$ cat src/hdl/dap_regs.svh
// Offsets, field positions, reset values and widths of the pointer register file
`ifndef DAP_REGS_SVH
`define DAP_REGS_SVH

// ************************************************************
// Widths and field positions
// ************************************************************
`define WORD_W        16
`define PAGE_W        7
`define PTR_W         23
`define PAGE_MSB      22
`define PAGE_LSB      16
`define LOW_MSB       15
`define ASM_W         5
`define MMR_AW        7
`define PTR_SEL_W     4
`define COEF_PAGE_MSB 6

// ************************************************************
// Memory-mapped word addresses
// ************************************************************
`define ADDR_AUX_LOW_BASE 7'h10
`define ADDR_COEF_LOW     7'h18
`define ADDR_TEMP_BASE    7'h20
`define ADDR_CIRC_START   7'h32
`define ADDR_COEF_PAGE    7'h4F

// ************************************************************
// Selectors and reset values
// ************************************************************
`define COEF_SEL      4'h8
`define CIRC_COEF_IDX 3'h4
`define WORD_RST      16'h0000
`define PAGE_RST      7'h00
`define PTR_RST       23'h0_0000

`endif

$ cat src/hdl/dap_pkg.sv
// Types shared by the pointer register file and its address generators
`include "dap_regs.svh"
package dap_pkg;

  // ************************************************************
  // Address-unit ALU operations on auxiliary pointer low parts
  // ************************************************************
  typedef enum logic [2:0] {
    ALU_ADD = 3'h0,
    ALU_SUB = 3'h1,
    ALU_AND = 3'h2,
    ALU_OR  = 3'h3,
    ALU_XOR = 3'h4,
    ALU_SHL = 3'h5,
    ALU_SHR = 3'h6
  } alu_op_t;

  // ************************************************************
  // Request carriers
  // ************************************************************
  typedef struct packed {
    logic                    en;
    logic [`PTR_SEL_W-1:0]   sel;
    logic [`PTR_W-1:0]       data;
  } ext_wr_t;

  typedef struct packed {
    logic                    en;
    logic [`PTR_SEL_W-1:0]   sel;
    logic [`WORD_W-1:0]      data;
  } low_wr_t;

  typedef struct packed {
    logic                    en;
    logic [1:0]              idx;
    logic [`WORD_W-1:0]      data;
  } tmp_wr_t;

  typedef struct packed {
    logic                    en;
    logic [2:0]              ar;
    logic [1:0]              t;
  } swap_t;

  typedef struct packed {
    logic                    en;
    logic [2:0]              ar;
    alu_op_t                 op;
    logic [`WORD_W-1:0]      operand;
  } alu_req_t;

  typedef struct packed {
    logic                    en;
    logic [`PTR_SEL_W-1:0]   sel;
    logic [`WORD_W-1:0]      step;
    logic                    low_only;
  } dag_req_t;

  typedef struct packed {
    logic                    wr;
    logic                    rd;
    logic [`MMR_AW-1:0]      addr;
    logic [`WORD_W-1:0]      wdata;
  } mmr_req_t;

  typedef struct packed {
    logic                    en;
    logic [`PTR_SEL_W-1:0]   sel;
  } agen_req_t;

endpackage : dap_pkg

$ cat src/hdl/data_address_pointer_regs.sv
// Temporary registers, extended pointers and circular start registers
`timescale 1ns/1ps
`include "dap_regs.svh"

// Overview of operation
// - Four 16-bit temporary registers for multiplicands, shift counts and transition metrics.
// - In legacy compatibility mode temporary register 2 mirrors the shift-mode field.
// - Swap exchanges an auxiliary pointer low part with a temporary register.
// - Eight 23-bit auxiliary pointers, 7-bit page over 16-bit low part.
// - Pointer arithmetic uses all 23 bits, carrying across page boundaries.
// - Stack, I/O, register-bit and direct modes keep arithmetic in low 16 bits.
// - Auxiliary low parts are instruction and memory-mapped; page only via full pointer.
// - Full auxiliary pointers are instruction-only, never memory-mapped.
// - Address-unit ALU works on low parts alongside address-generator updates.
// - Coefficient pointer is 7-bit page concatenated with 16-bit low part.
// - Coefficient page is memory-mapped or via full pointer; low part both ways.
// - Full coefficient pointer is instruction-only, never memory-mapped.
// - Coefficient pointer usable in any slot, including third dual-MAC operand.
// - Five 16-bit circular start registers with no alignment constraint.
// - Start registers serve pointers 0/1, 2/3, 4/5, 6/7 and coefficient.
// - Start address is added only when status register 2 marks pointer circular.
// - Circular address is own page with low part plus start, 16-bit sum.
// - Memory-mapped coefficient page occupies bits 6 to 0.
// - Start registers sit at words 32h through 36h.
module data_address_pointer_regs #(
  parameter int AUX_COUNT  = 8,
  parameter int TEMP_COUNT = 4,
  parameter int AGEN_COUNT = 3
) (
  // Clock and reset
  input  wire logic                                   sys_clk,
  input  wire logic                                   rst,
  // Instruction-side writes and operations
  input  wire dap_pkg::ext_wr_t                       ext_wr,
  input  wire dap_pkg::low_wr_t                       low_wr,
  input  wire dap_pkg::tmp_wr_t                       tmp_wr,
  input  wire dap_pkg::swap_t                         swap_req,
  input  wire dap_pkg::alu_req_t                      alu_req,
  input  wire dap_pkg::dag_req_t                      dag_req,
  // Memory-mapped access
  input  wire dap_pkg::mmr_req_t                      mmr_req,
  output logic      [`WORD_W-1:0]                     mmr_rdata_ff,
  output logic                                        mmr_hit_ff,
  // Status register fields
  input  wire logic                                   legacy_compat_mode,
  input  wire logic [`ASM_W-1:0]                      acc_shift_mode_field,
  input  wire logic [AUX_COUNT:0]                     circ_cfg,
  output logic                                        asm_wr_ff,
  output logic      [`ASM_W-1:0]                      asm_wdata_ff,
  // Operand address generation
  input  wire dap_pkg::agen_req_t [AGEN_COUNT-1:0]    agen_req,
  output logic      [AGEN_COUNT-1:0][`PTR_W-1:0]      agen_addr_ff,
  output logic      [AGEN_COUNT-1:0]                  agen_valid_ff,
  // Register contents
  output logic      [TEMP_COUNT-1:0][`WORD_W-1:0]     temp_regs_ff,
  output logic      [AUX_COUNT-1:0][`PTR_W-1:0]       ext_aux_ptr_ff,
  output logic      [`PTR_W-1:0]                      ext_coef_ptr_ff,
  output logic      [4:0][`WORD_W-1:0]                circ_start_ff
);
  import dap_pkg::*;

  // ************************************************************
  // Elaboration checks
  // ************************************************************
  // Selector width, start-register pairing and swap index are sized for these
  if (AUX_COUNT != 8)
    $error("AUX_COUNT must be 8");
  if (TEMP_COUNT != 4)
    $error("TEMP_COUNT must be 4");
  if (AGEN_COUNT < 1 || AGEN_COUNT > 3)
    $error("AGEN_COUNT must be 1 to 3");

  // ************************************************************
  // Constants and storage
  // ************************************************************
  localparam int                 PTR_COUNT   = AUX_COUNT + 1;
  localparam int                 CIRC_COUNT  = 5;
  localparam logic [`MMR_AW-1:0] AUX_BASE    = `ADDR_AUX_LOW_BASE;
  localparam logic [`MMR_AW-1:0] TEMP_BASE   = `ADDR_TEMP_BASE;
  localparam logic [`MMR_AW-1:0] CIRC_BASE   = `ADDR_CIRC_START;
  localparam logic [`MMR_AW-1:0] COEF_LOW_A  = `ADDR_COEF_LOW;
  localparam logic [`MMR_AW-1:0] COEF_PAGE_A = `ADDR_COEF_PAGE;

  // Slot 8 of the pointer arrays is the coefficient pointer
  logic [`PAGE_W-1:0] ptr_page_ff [PTR_COUNT];
  logic [`WORD_W-1:0] ptr_low_ff  [PTR_COUNT];
  logic [`PAGE_W-1:0] nxt_page    [PTR_COUNT];
  logic [`WORD_W-1:0] nxt_low     [PTR_COUNT];
  logic [`WORD_W-1:0] nxt_temp    [TEMP_COUNT];
  logic [`WORD_W-1:0] nxt_circ    [CIRC_COUNT];

  // ************************************************************
  // Memory-mapped address decode
  // ************************************************************
  // Only low parts, temporary registers, the coefficient page and start registers decode;
  // full extended pointers have no address at all
  logic                 hit_aux_low;
  logic                 hit_temp;
  logic                 hit_coef_low;
  logic                 hit_coef_page;
  logic                 hit_circ;
  logic [`MMR_AW-1:0]   circ_off;
  logic                 hit_any;

  assign hit_aux_low   = mmr_req.addr[6:3] == AUX_BASE[6:3];
  assign hit_temp      = mmr_req.addr[6:2] == TEMP_BASE[6:2];
  assign hit_coef_low  = mmr_req.addr == COEF_LOW_A;
  assign hit_coef_page = mmr_req.addr == COEF_PAGE_A;
  assign circ_off      = mmr_req.addr - CIRC_BASE;
  assign hit_circ      = mmr_req.addr >= CIRC_BASE && circ_off < 7'(CIRC_COUNT);
  assign hit_any       = hit_aux_low | hit_temp | hit_coef_low | hit_coef_page | hit_circ;

  // ************************************************************
  // Address-unit ALU on auxiliary low parts
  // ************************************************************
  // Reads the stored low part, so it runs beside a generator update
  logic [`WORD_W-1:0] alu_src;
  logic [`WORD_W-1:0] alu_res;

  assign alu_src = ptr_low_ff[alu_req.ar];
  always_comb begin
    case (alu_req.op)
      ALU_ADD: alu_res = alu_src + alu_req.operand;
      ALU_SUB: alu_res = alu_src - alu_req.operand;
      ALU_AND: alu_res = alu_src & alu_req.operand;
      ALU_OR:  alu_res = alu_src | alu_req.operand;
      ALU_XOR: alu_res = alu_src ^ alu_req.operand;
      ALU_SHL: alu_res = alu_src << alu_req.operand[3:0];
      ALU_SHR: alu_res = alu_src >> alu_req.operand[3:0];
      default: alu_res = alu_src;
    endcase
  end

  // ************************************************************
  // Address-generator pointer step
  // ************************************************************
  // Sign-extended step; the full sum crosses pages, the low-only sum wraps
  logic [`PTR_W-1:0]  dag_ptr;
  logic [`PTR_W-1:0]  dag_full;
  logic [`WORD_W-1:0] dag_low;

  assign dag_ptr  = {ptr_page_ff[dag_req.sel], ptr_low_ff[dag_req.sel]};
  assign dag_full = dag_ptr + {{(`PTR_W-`WORD_W){dag_req.step[`LOW_MSB]}}, dag_req.step};
  assign dag_low  = dag_ptr[`LOW_MSB:0] + dag_req.step;

  // ************************************************************
  // Pointer next-state, one slot per pointer
  // ************************************************************
  // Priority rising: generator, ALU, memory write, swap, low write, full write
  for (genvar i = 0; i < PTR_COUNT; i++) begin : g_ptr
    localparam logic [`PTR_SEL_W-1:0] SEL = `PTR_SEL_W'(i);
    logic is_aux;
    logic mmr_low_wr;

    assign is_aux     = i < AUX_COUNT;
    assign mmr_low_wr = mmr_req.wr && (is_aux ? (hit_aux_low && mmr_req.addr[2:0] == 3'(i)) : hit_coef_low);

    // Hold by default; later sources win
    always_comb begin
      nxt_page[i] = ptr_page_ff[i];
      nxt_low[i]  = ptr_low_ff[i];
      if (dag_req.en && dag_req.sel == SEL) begin
        if (dag_req.low_only) begin
          nxt_low[i] = dag_low;
        end else begin
          nxt_page[i] = dag_full[`PAGE_MSB:`PAGE_LSB];
          nxt_low[i]  = dag_full[`LOW_MSB:0];
        end
      end
      if (is_aux && alu_req.en && alu_req.ar == 3'(i)) begin
        nxt_low[i] = alu_res;
      end
      if (mmr_low_wr) begin
        nxt_low[i] = mmr_req.wdata;
      end
      if (!is_aux && mmr_req.wr && hit_coef_page) begin
        nxt_page[i] = mmr_req.wdata[`COEF_PAGE_MSB:0];
      end
      if (is_aux && swap_req.en && swap_req.ar == 3'(i)) begin
        nxt_low[i] = temp_regs_ff[swap_req.t];
      end
      if (low_wr.en && low_wr.sel == SEL) begin
        nxt_low[i] = low_wr.data;
      end
      if (ext_wr.en && ext_wr.sel == SEL) begin
        nxt_page[i] = ext_wr.data[`PAGE_MSB:`PAGE_LSB];
        nxt_low[i]  = ext_wr.data[`LOW_MSB:0];
      end
    end

    // Page and low part move together on the same edge
    always_ff @(posedge sys_clk or posedge rst) begin
      if (rst) begin
        ptr_page_ff[i] <= `PAGE_RST;
        ptr_low_ff[i]  <= `WORD_RST;
      end else begin
        ptr_page_ff[i] <= nxt_page[i];
        ptr_low_ff[i]  <= nxt_low[i];
      end
    end

    if (i < AUX_COUNT) begin : g_aux_out
      assign ext_aux_ptr_ff[i] = {ptr_page_ff[i], ptr_low_ff[i]};
    end else begin : g_coef_out
      assign ext_coef_ptr_ff = {ptr_page_ff[i], ptr_low_ff[i]};
    end
  end

  // ************************************************************
  // Temporary registers
  // ************************************************************
  // Shift-mode field sign-extended for the bound copy of register 2
  logic [`WORD_W-1:0] asm_ext;

  assign asm_ext = {{(`WORD_W-`ASM_W){acc_shift_mode_field[`ASM_W-1]}}, acc_shift_mode_field};

  for (genvar j = 0; j < TEMP_COUNT; j++) begin : g_temp
    // Compat mode overrides all writers of slot 2
    always_comb begin
      nxt_temp[j] = temp_regs_ff[j];
      if (mmr_req.wr && hit_temp && mmr_req.addr[1:0] == 2'(j)) begin
        nxt_temp[j] = mmr_req.wdata;
      end
      if (swap_req.en && swap_req.t == 2'(j)) begin
        nxt_temp[j] = ptr_low_ff[swap_req.ar];
      end
      if (tmp_wr.en && tmp_wr.idx == 2'(j)) begin
        nxt_temp[j] = tmp_wr.data;
      end
      if (j == 2 && legacy_compat_mode) begin
        nxt_temp[j] = asm_ext;
      end
    end

    always_ff @(posedge sys_clk or posedge rst) begin
      if (rst) begin
        temp_regs_ff[j] <= `WORD_RST;
      end else begin
        temp_regs_ff[j] <= nxt_temp[j];
      end
    end
  end

  // ************************************************************
  // Writes aimed at temporary register 2 in compatibility mode
  // ************************************************************
  // Such writes land in the shift-mode field, not in the register
  logic               t2_by_instr;
  logic               t2_by_swap;
  logic               t2_by_mmr;
  logic               t2_wr;
  logic [`WORD_W-1:0] t2_val;

  assign t2_by_instr = tmp_wr.en && tmp_wr.idx == 2'd2;
  assign t2_by_swap  = swap_req.en && swap_req.t == 2'd2;
  assign t2_by_mmr   = mmr_req.wr && hit_temp && mmr_req.addr[1:0] == 2'd2;
  assign t2_wr       = legacy_compat_mode && (t2_by_instr || t2_by_swap || t2_by_mmr);
  assign t2_val      = t2_by_instr ? tmp_wr.data :
                       t2_by_swap  ? ptr_low_ff[swap_req.ar] : mmr_req.wdata;

  always_ff @(posedge sys_clk or posedge rst) begin
    if (rst) begin
      asm_wr_ff    <= 1'b0;
      asm_wdata_ff <= 5'h0;
    end else begin
      asm_wr_ff    <= t2_wr;
      asm_wdata_ff <= t2_wr ? t2_val[`ASM_W-1:0] : asm_wdata_ff;
    end
  end

  // ************************************************************
  // Circular start registers
  // ************************************************************
  // Any 16-bit value is taken; no alignment is enforced
  for (genvar k = 0; k < CIRC_COUNT; k++) begin : g_circ
    assign nxt_circ[k] = (mmr_req.wr && hit_circ && circ_off == 7'(k)) ? mmr_req.wdata
                                                                        : circ_start_ff[k];
    always_ff @(posedge sys_clk or posedge rst) begin
      if (rst) begin
        circ_start_ff[k] <= `WORD_RST;
      end else begin
        circ_start_ff[k] <= nxt_circ[k];
      end
    end
  end

  // ************************************************************
  // Memory-mapped read path
  // ************************************************************
  // Unmapped words read as zero with the hit flag low
  logic [`WORD_W-1:0] nxt_rdata;

  assign nxt_rdata = hit_aux_low   ? ptr_low_ff[mmr_req.addr[2:0]] :
                     hit_coef_low  ? ptr_low_ff[AUX_COUNT] :
                     hit_coef_page ? {9'h000, ptr_page_ff[AUX_COUNT]} :
                     hit_temp      ? temp_regs_ff[mmr_req.addr[1:0]] :
                     hit_circ      ? circ_start_ff[circ_off[2:0]] : `WORD_RST;

  // Writes leave the held read word alone
  always_ff @(posedge sys_clk or posedge rst) begin
    if (rst) begin
      mmr_rdata_ff <= `WORD_RST;
      mmr_hit_ff   <= 1'b0;
    end else begin
      mmr_rdata_ff <= mmr_req.rd ? nxt_rdata : mmr_rdata_ff;
      mmr_hit_ff   <= mmr_req.rd && hit_any;
    end
  end

  // ************************************************************
  // Operand address generators
  // ************************************************************
  // Pointers 2n and 2n+1 share start register n; the coefficient uses the fifth
  for (genvar a = 0; a < AGEN_COUNT; a++) begin : g_agen
    logic               sel_coef;
    logic [2:0]         circ_idx;
    logic [`WORD_W-1:0] start_sel;
    logic [`PTR_W-1:0]  ptr_sel;
    logic [3:0]         sel_c;

    assign sel_coef  = agen_req[a].sel >= `COEF_SEL;
    assign sel_c     = sel_coef ? `COEF_SEL : agen_req[a].sel;
    assign circ_idx  = sel_coef ? `CIRC_COEF_IDX : agen_req[a].sel[3:1];
    assign start_sel = circ_start_ff[circ_idx];
    assign ptr_sel   = {ptr_page_ff[sel_c], ptr_low_ff[sel_c]};

    // One generator per operand slot
    ptr_addr_gen u_gen (
      .sys_clk  (sys_clk),
      .rst      (rst),
      .req      (agen_req[a].en),
      .ptr      (ptr_sel),
      .start    (start_sel),
      .circ     (circ_cfg[sel_c]),
      .addr_ff  (agen_addr_ff[a]),
      .valid_ff (agen_valid_ff[a])
    );
  end

endmodule : data_address_pointer_regs

$ cat src/hdl/ptr_addr_gen.sv
// One operand address generator: linear or circular effective address
`timescale 1ns/1ps
`include "dap_regs.svh"
module ptr_addr_gen (
  // Clock and reset
  input  wire logic                sys_clk,
  input  wire logic                rst,
  // Request
  input  wire logic                req,
  input  wire logic [`PTR_W-1:0]   ptr,
  input  wire logic [`WORD_W-1:0]  start,
  input  wire logic                circ,
  // Result
  output logic      [`PTR_W-1:0]   addr_ff,
  output logic                     valid_ff
);

  // ************************************************************
  // Address forming
  // ************************************************************
  // Circular sum stays inside the pointer's own page by design
  logic [`WORD_W-1:0] circ_low;
  logic [`PTR_W-1:0]  nxt_addr;
  assign circ_low = ptr[`LOW_MSB:0] + start;
  assign nxt_addr = circ ? {ptr[`PAGE_MSB:`PAGE_LSB], circ_low} : ptr;

  // Result register, valid pulses one cycle per request
  always_ff @(posedge sys_clk or posedge rst) begin
    if (rst) begin
      addr_ff  <= `PTR_RST;
      valid_ff <= 1'b0;
    end else begin
      valid_ff <= req;
      if (req) begin
        addr_ff <= nxt_addr;
      end
    end
  end

endmodule : ptr_addr_gen

$ cat config.mk
export PLATFORM = sky130hd
export DESIGN_NAME = data_address_pointer_regs
export DESIGN_NICKNAME = d
export VERILOG_FILES = /design/src/hdl/dap_pkg.sv /design/src/hdl/data_address_pointer_regs.sv /design/src/hdl/ptr_addr_gen.sv
export VERILOG_INCLUDE_DIRS = /design/src /design/src/hdl
export SDC_FILE = /design/constraint.sdc
export NUM_CORES = 2
export LEC_CHECK = 0
export ABC_AREA = 1
export ABC_CLOCK_PERIOD_IN_PS = 16900
export BUFFER_PORTS_ARGS = -buffer_cell sky130_fd_sc_hd__buf_2
export CAP_MARGIN = 20
export CELL_PAD_IN_SITES_DETAIL_PLACEMENT = 1
export CELL_PAD_IN_SITES_GLOBAL_PLACEMENT = 2
export CORE_UTILIZATION = 25
export DETAILED_ROUTE_END_ITERATION = 10
export GPL_TIMING_DRIVEN = 1
export PLACE_DENSITY_LB_ADDON = 0.1
export SETUP_SLACK_MARGIN = 0.15
export SLEW_MARGIN = 20
export SYNTH_ARGS = -nofsm -noshare
export SYNTH_HDL_FRONTEND = slang
export SYNTH_SLANG_ARGS = --single-unit
$ cat constraint.sdc
create_clock -name sys_clk -period 16.9 [get_ports sys_clk]
set_input_delay 1.69 -clock sys_clk [delete_from_list [all_inputs] [get_ports sys_clk]]
set_output_delay 1.69 -clock sys_clk [all_outputs]
set_load 0.02 [all_outputs]
# == Word-level counts from Yosys, hierarchy flattened ==
# Index checks and enable logic that the tools add are counted.
# totals
regBits,446
input_bits,176
out_inout_bits,446
elab_cells,440
# op_classes
add_sub_neg,8
n_lt_le_gt_ge,21
n_eq_ne,77
n_shift,2
n_mux,154
bitwise_logic,14
n_reduce_logical,127
# op_table
operator,count
16-bit two-way mux,94
16-bit binary-select mux with 4-bit select,7
7-bit two-way mux,28
16-bit binary-select mux with 3-bit select,4
7-bit binary-select mux with 4-bit select,4
16-bit one-hot mux with 7 select lines,1
1-bit logical AND,83
16-bit adder,5
16-bit binary-select mux with 2-bit select,2
4-bit by 3-bit == test with 1-bit output (second input constant),12
6-bit nonzero test,8
3-bit == test (second input constant),15
4-bit by 2-bit == test with 1-bit output (second input constant),7
3-bit by 2-bit == test with 1-bit output (second input constant),8
23-bit adder,1
5-bit greater-or-equal comparator (second input constant),4
4-bit inverter with 5-bit output,4
2-bit AND reduction,9
16-bit AND,1
3-bit by 4-bit less-than comparator with 1-bit output (second input constant),4
2-bit by 1-bit inequality test with 1-bit output (second input constant),8
16-bit OR,1
2-bit nonzero test,8
16-bit by 4-bit left shift with 16-bit output,1
other kinds (36),84

# == Depth between registers and ports, before layout ==
# logic_depth
depth_word,12
ltp_mapped,31
depth_no_buf,29

# == Modules after synthesis ==
# Synthesis repeated with hierarchy kept, for this count alone.
# hier_totals
hier_cells,8245
area_unflattened_um2,48360.1
# modules_own_cells
module,n_inst,cells_each,area_each_um2,seq_area_each_um2
data_address_pointer_regs,1,7306,42399.4,9359.0
ptr_addr_gen,3,313,1986.9,600.6

# == Worst setup path after synthesis ==
# No wires, ideal clock.
# synth_path
path_kind,input-to-reg
from,input port alu_req[0] in the netlist's numbering
to,"register ptr_low_ff, in the netlist ext_aux_ptr_ff[84]"
setup_time_ns,0.117
arrival_ns,5.045
required_time_ns,16.783
slack_ns,11.738
cell_stages,30
path_buffers,2
cell_sequence,buf_2 clkinv_1 buf_1 ha_1 inv_1 nor2_1 inv_1 nor3_1 nand2_1 nor2_1 a31oi_1 a21oi_1 xor2_1 ha_1 nand2_1 a21oi_1 nor3_1 nand2_1 a21oi_1 nand3_1 nand3_1 nand4_1 nand2_2 nand2_1 nand3_1 nand3_1 nand2_1 nand2_1 nand2_1 nand2_1
# synth_between
elab_chain_cells,7
elab_cells_between_ends,10
classes_between,add/sub (2); shift (2); mux (6)
# synth_rtl
element,line,rtl
"start, declared",data_address_pointer_regs.sv:38,"input wire dap_pkg::alu_req_t alu_req,"
16-bit subtractor (tied with other cells),data_address_pointer_regs.sv:124,ALU_SUB: alu_res = alu_src - alu_req.operand;
16-bit one-hot mux with 7 select lines *,data_address_pointer_regs.sv:122,case (alu_req.op)
16-bit two-way mux *,data_address_pointer_regs.sv:170,if (is_aux && alu_req.en && alu_req.ar == 3'(i)) begin
16-bit two-way mux *,data_address_pointer_regs.sv:173,if (mmr_low_wr) begin
16-bit two-way mux *,data_address_pointer_regs.sv:179,if (is_aux && swap_req.en && swap_req.ar == 3'(i)) begin
16-bit two-way mux *,data_address_pointer_regs.sv:182,if (low_wr.en && low_wr.sel == SEL) begin
16-bit two-way mux *,data_address_pointer_regs.sv:185,if (ext_wr.en && ext_wr.sel == SEL) begin
"end signal, assigned by index",data_address_pointer_regs.sv:195,ptr_low_ff[i] <= `WORD_RST;
"end signal, assigned by index",data_address_pointer_regs.sv:198,ptr_low_ff[i] <= nxt_low[i];
"end, declared",data_address_pointer_regs.sv:86,logic [`WORD_W-1:0] ptr_low_ff [PTR_COUNT];
# Every way passes the cells marked *; elsewhere a longest branch is shown, timed or not.
# A chain may end at the register's enable or synchronous reset.

# == Worst setup path after layout ==
# layout_path
from,input port agen_req[5] in the netlist's numbering
to,register g_agen[1].u_gen.addr_ff[13]
# layout_between
elab_chain_cells,8
elab_cells_between_ends,13
classes_between,add/sub (1); order compare (1); mux (10); bitwise (1)
# layout_rtl
element,line,rtl
"start, declared",data_address_pointer_regs.sv:51,"input wire dap_pkg::agen_req_t [AGEN_COUNT-1:0] agen_req,"
4-bit greater-or-equal comparator (no source line),-,
4-bit two-way mux,data_address_pointer_regs.sv:322,assign sel_c = sel_coef ? `COEF_SEL : agen_req[a].sel;
4-bit inverter with 5-bit output (not written as such),data_address_pointer_regs.sv:325,"assign ptr_sel = {ptr_page_ff[sel_c], ptr_low_ff[sel_c]};"
16-bit binary-select mux with 4-bit select,data_address_pointer_regs.sv:325,
16-bit two-way mux (not written as such) (2 in series),data_address_pointer_regs.sv:325,
16-bit adder,ptr_addr_gen.sv:24,assign circ_low = ptr[`LOW_MSB:0] + start;
16-bit two-way mux *,ptr_addr_gen.sv:25,"assign nxt_addr = circ ? {ptr[`PAGE_MSB:`PAGE_LSB], circ_low} : ptr;"
"end signal, assigned",ptr_addr_gen.sv:30,addr_ff <= `PTR_RST;
"end signal, assigned",ptr_addr_gen.sv:35,addr_ff <= nxt_addr;
"end, declared",ptr_addr_gen.sv:14,"output logic [`PTR_W-1:0] addr_ff,"
# Every way passes the cells marked *; elsewhere a longest branch is shown, timed or not. The select of a mux whose other input is x is not followed.

==> summary.md <==
| Metric | Value |
|---|---|
| Cell Area, Synth | 46900 um^2 |
| R2r endpoint | ext_aux_ptr_ff[104] |
| Reg2Reg Launch Point | ext_aux_ptr_ff[161] |
| R2R depth | 27 |
| Worst path required time | 17.54 ns |
| Die height | 435 um |
| # rows | 158 |
| Sequential fraction of the synthesis area | 0.238 |
| Via density per instance | 5.94 |
| PD cells | 151 nW/um^2 |
| Asr flop ratio synth | 1.00 |
| GRT Resource Usage Total | 0.435 |
| Most Frequent Cell on Critical Path | nand2_1 |
| Switching Share | 0.605 |
| RSZ-0062 raised after global routing | no |
| Post-cts resize count | 0 |
| Seq cells post-synth | 446 |
| Crit path from | agen_req[5] |
| First-pass GRT wire length | 568000 um |
| Residual DRC | 0 |
| CTS H-tree lvls | 2 |
| Rel. slew slack | 0.0990 |
| # Max-Cap Violations | 0 |
| Fin. max-slew vios | 0 |
| Nets | 8763 |
| CP peak stage delay | 0.78 ns |
| Finished Core Util | 0.301 |
| Synthesized area per cell | 5.87 um^2 |
| Max Fclk | 0.147 GHz |
| # setup viols final | 0 |
| Most frequent cells in the layout | nand2_1 (2032), o21ai_0 (1275), inv_1 (1127), a21oi_1 (738), buf_2 (622) |
| CP endpoint kind | flip-flop |
| Post-DR wirelength/cell | 38.8 um |
| Switching pwr | 5.09 mW |
| DPL Wire Length | 330000 um |
| WP data arrival | 7.44 ns |
| Clock sinks | 446 |
| Outcome | completed |
| Final Hold Fails | 0 |
| Internal cell power | 3.33 mW |
| TritonRoute pass-1 iters | 6 |
| Min-delay src | g_agen[0].u_gen.addr_ff[1] |
| Clock share of power | 0.178 |
| Worst hold path type | reg -> reg |
| Die footprint | 189000 um^2 |
| Vias after detailed routing | 65547 |
| Slowest CP cell | nor2_4 |
| IO Count | 622 |
| IO Port Bufs | 621 |
| Detailed Route WL | 428000 um |
| Non-Filler Instances | 11028 |
| Worst Setup Start Kind | input pin |
| Mapped Cells | 7993 |
| Worst setup path end | g_agen[1].u_gen.addr_ff[13] |
| Fin crit share | 0.402 |
| Hold Buf Count CTS | 0 |
| Min Tclk post-route | 6.80 ns |
| Die Width | 435 um |
| Setup TNS | 0 ns |
| Post-route ant nets | 0 |
| Final Wtd Congestion | 1.08 |
| Comb pwr share | 0.585 |
| Maximum VDD drop | 0.0964 mV |
| Clock Tree Root | clkbuf_16 |
| Area delta synth->final | 19.3% |
| Maximum root-to-sink buffer count | 3 |
| Worst-case clock skew | 0.0760 ns |
| Seq pwr share | 0.237 |
| Grt ovf | 0 |
| Synth Flop Type | dfrtp_1 |
| Core area | 186000 um^2 |
| Clk_lat worst skew | 0.79 ns |
| Ratio of cells with drive above 1 in the final layout | 0.132 |
| Max FO, Critical Path | 38 |
| Hold_ws | 0.476 ns |
| Vias in the first global route | 61754 |
| Post-synth cell types | 59 |
| Clock transition at path regs | 0.06 ns |
| Largest net degree at the start of global routing | 141 |
| Starting Density | 0.252 |
| Crit path kind | in -> reg |
| R2R setup slack | 11.24 ns |
| Most common cell after layout, fill and taps aside | nand2_1 |
| Pleak | 27.2 nW |
| Syn_nets | 8295 |
| Placed cells | 10875 |
| Synth warnings | 0 |
| Initial antenna violation count | 66 |
| Post-CTS setup buffer count | 0 |
| TritonCTS clock tree | yes |
| Number of buffers created by CTS | 61 |
| Post-synth EDFFs | 0 |
| Worst-Margin Slew | 1.34 ns |
| Drt first-iter violations | 8130 |
==> flip-flops by register name (all words and copies together), names as in the netlist <==
register               count
asm_wdata_ff               5
mmr_hit_ff                 1
g_agen.u_gen.valid_ff      3
temp_regs_ff              64
asm_wr_ff                  1
ext_coef_ptr_ff           23
circ_start_ff             80
ext_aux_ptr_ff           184
g_agen.u_gen.addr_ff      69
mmr_rdata_ff              16
==> how the worst min path moves through the flow <==
stage                             endpoint  depth (start not counted)
2_1_floorplan             mmr_rdata_ff[14]                          2
3_5_place_dp   g_agen[0].u_gen.addr_ff[10]                          2
6_report        g_agen[0].u_gen.addr_ff[1]                          2
3_3_place_gp    g_agen[1].u_gen.addr_ff[5]                          2
4_1_cts        g_agen[0].u_gen.addr_ff[10]                          2
5_1_grt        g_agen[1].u_gen.addr_ff[11]                          2
==> kinds of logic after synthesis <==
| group | count (synthesis) | share of synthesized area |
|---|---|---|
| muxes | 7 | 0.00152 |
| adders and majority gates | 126 | 0.0344 |
| and+or+nand+nor | 2970 | 0.253 |
| AOI/OAI and AO/OA | 2724 | 0.327 |
| buffers and inverters | 1664 | 0.135 |
| xor gates and xnor gates | 56 | 0.0105 |
| DFF | 446 | 0.238 |
==> area by class of cell <==
class                   instances  area, um^2
diodes                         35        87.6
clock buffers                  80        1710
clock inverters                35         538
fillers                     24243      130000
inverters                    1165        4380
multi-input cells            5883       29700
flip-flops and latches        446       11200
well taps                    2480        3100
repair buffers                904        5280
==> per-stage QoR <==
step | instance area [um^2] | power [mW] | setup slack [ns]
2_1_floorplan | 46900 | 3.67 | 2.78
3_3_place_gp | 53500 | 6.61 | 9.51
3_5_place_dp | 53500 | 6.61 | 9.54
4_1_cts | 55800 | 8.13 | 10.32
5_1_grt | 55900 | 8.48 | 9.81
6_report | 55900 | 8.42 | 10.10
==> synthesized netlist by cell type, drive strengths merged, types with 9 or more instances <==
| master | number | share of area |
|---|---|---|
| nand2 | 2046 | 0.16 |
| o21ai | 1308 | 0.14 |
| inv | 1149 | 0.092 |
| a21oi | 739 | 0.079 |
| nor2 | 494 | 0.040 |
| dfrtp | 446 | 0.24 |
| clkbuf | 415 | 0.033 |
| nand3 | 334 | 0.036 |
| o22ai | 206 | 0.028 |
| ha | 121 | 0.032 |
| o211ai | 95 | 0.015 |
| o221ai | 89 | 0.017 |
| buf | 84 | 0.0087 |
| a22oi | 68 | 0.011 |
| nor3 | 58 | 0.0071 |
| o2111ai | 56 | 0.010 |
| a221oi | 53 | 0.0099 |
| xor2 | 46 | 0.0086 |
| a31oi | 28 | 0.0037 |
| o31ai | 17 | 0.0027 |
| clkinv | 16 | 0.0013 |
| a211oi | 15 | 0.0024 |
| nand4 | 15 | 0.0020 |
| o21bai | 15 | 0.0024 |
| xnor2 | 10 | 0.0019 |
| or2 | 9 | 0.0012 |
==> power by group through the flow <==
stage          Combinational [mW]  Sequential, mW  Clock, mW
5_1_grt                      4.98            1.96       1.54
3_3_place_gp                 4.65            1.96          0
3_5_place_dp                 4.66            1.96          0
4_1_cts                      4.67            1.94       1.51
2_1_floorplan                1.75            1.93          0
6_report                     4.92            2.00       1.50
==> critical path, delay by kind of cell <==
kind                       cells  cell delay [ns]
adders and majority gates      1             0.39
and+or+nand+nor               10             1.55
AOI/OAI and AO/OA              9             1.73
buffers and inverters          6             2.03
==> metal layers <==
layer	wire (um)	vias to the layer above	part of all wire	GRT usage
met1	177000	32996	0.41	0.569
met5	165	-	0.00039	0
li1	-	27637	-	-
met2	180000	3901	0.42	0.648
met3	37100	991	0.087	0.0856
met4	33400	22	0.078	0.282
Power figures use the tool's default switching activity.
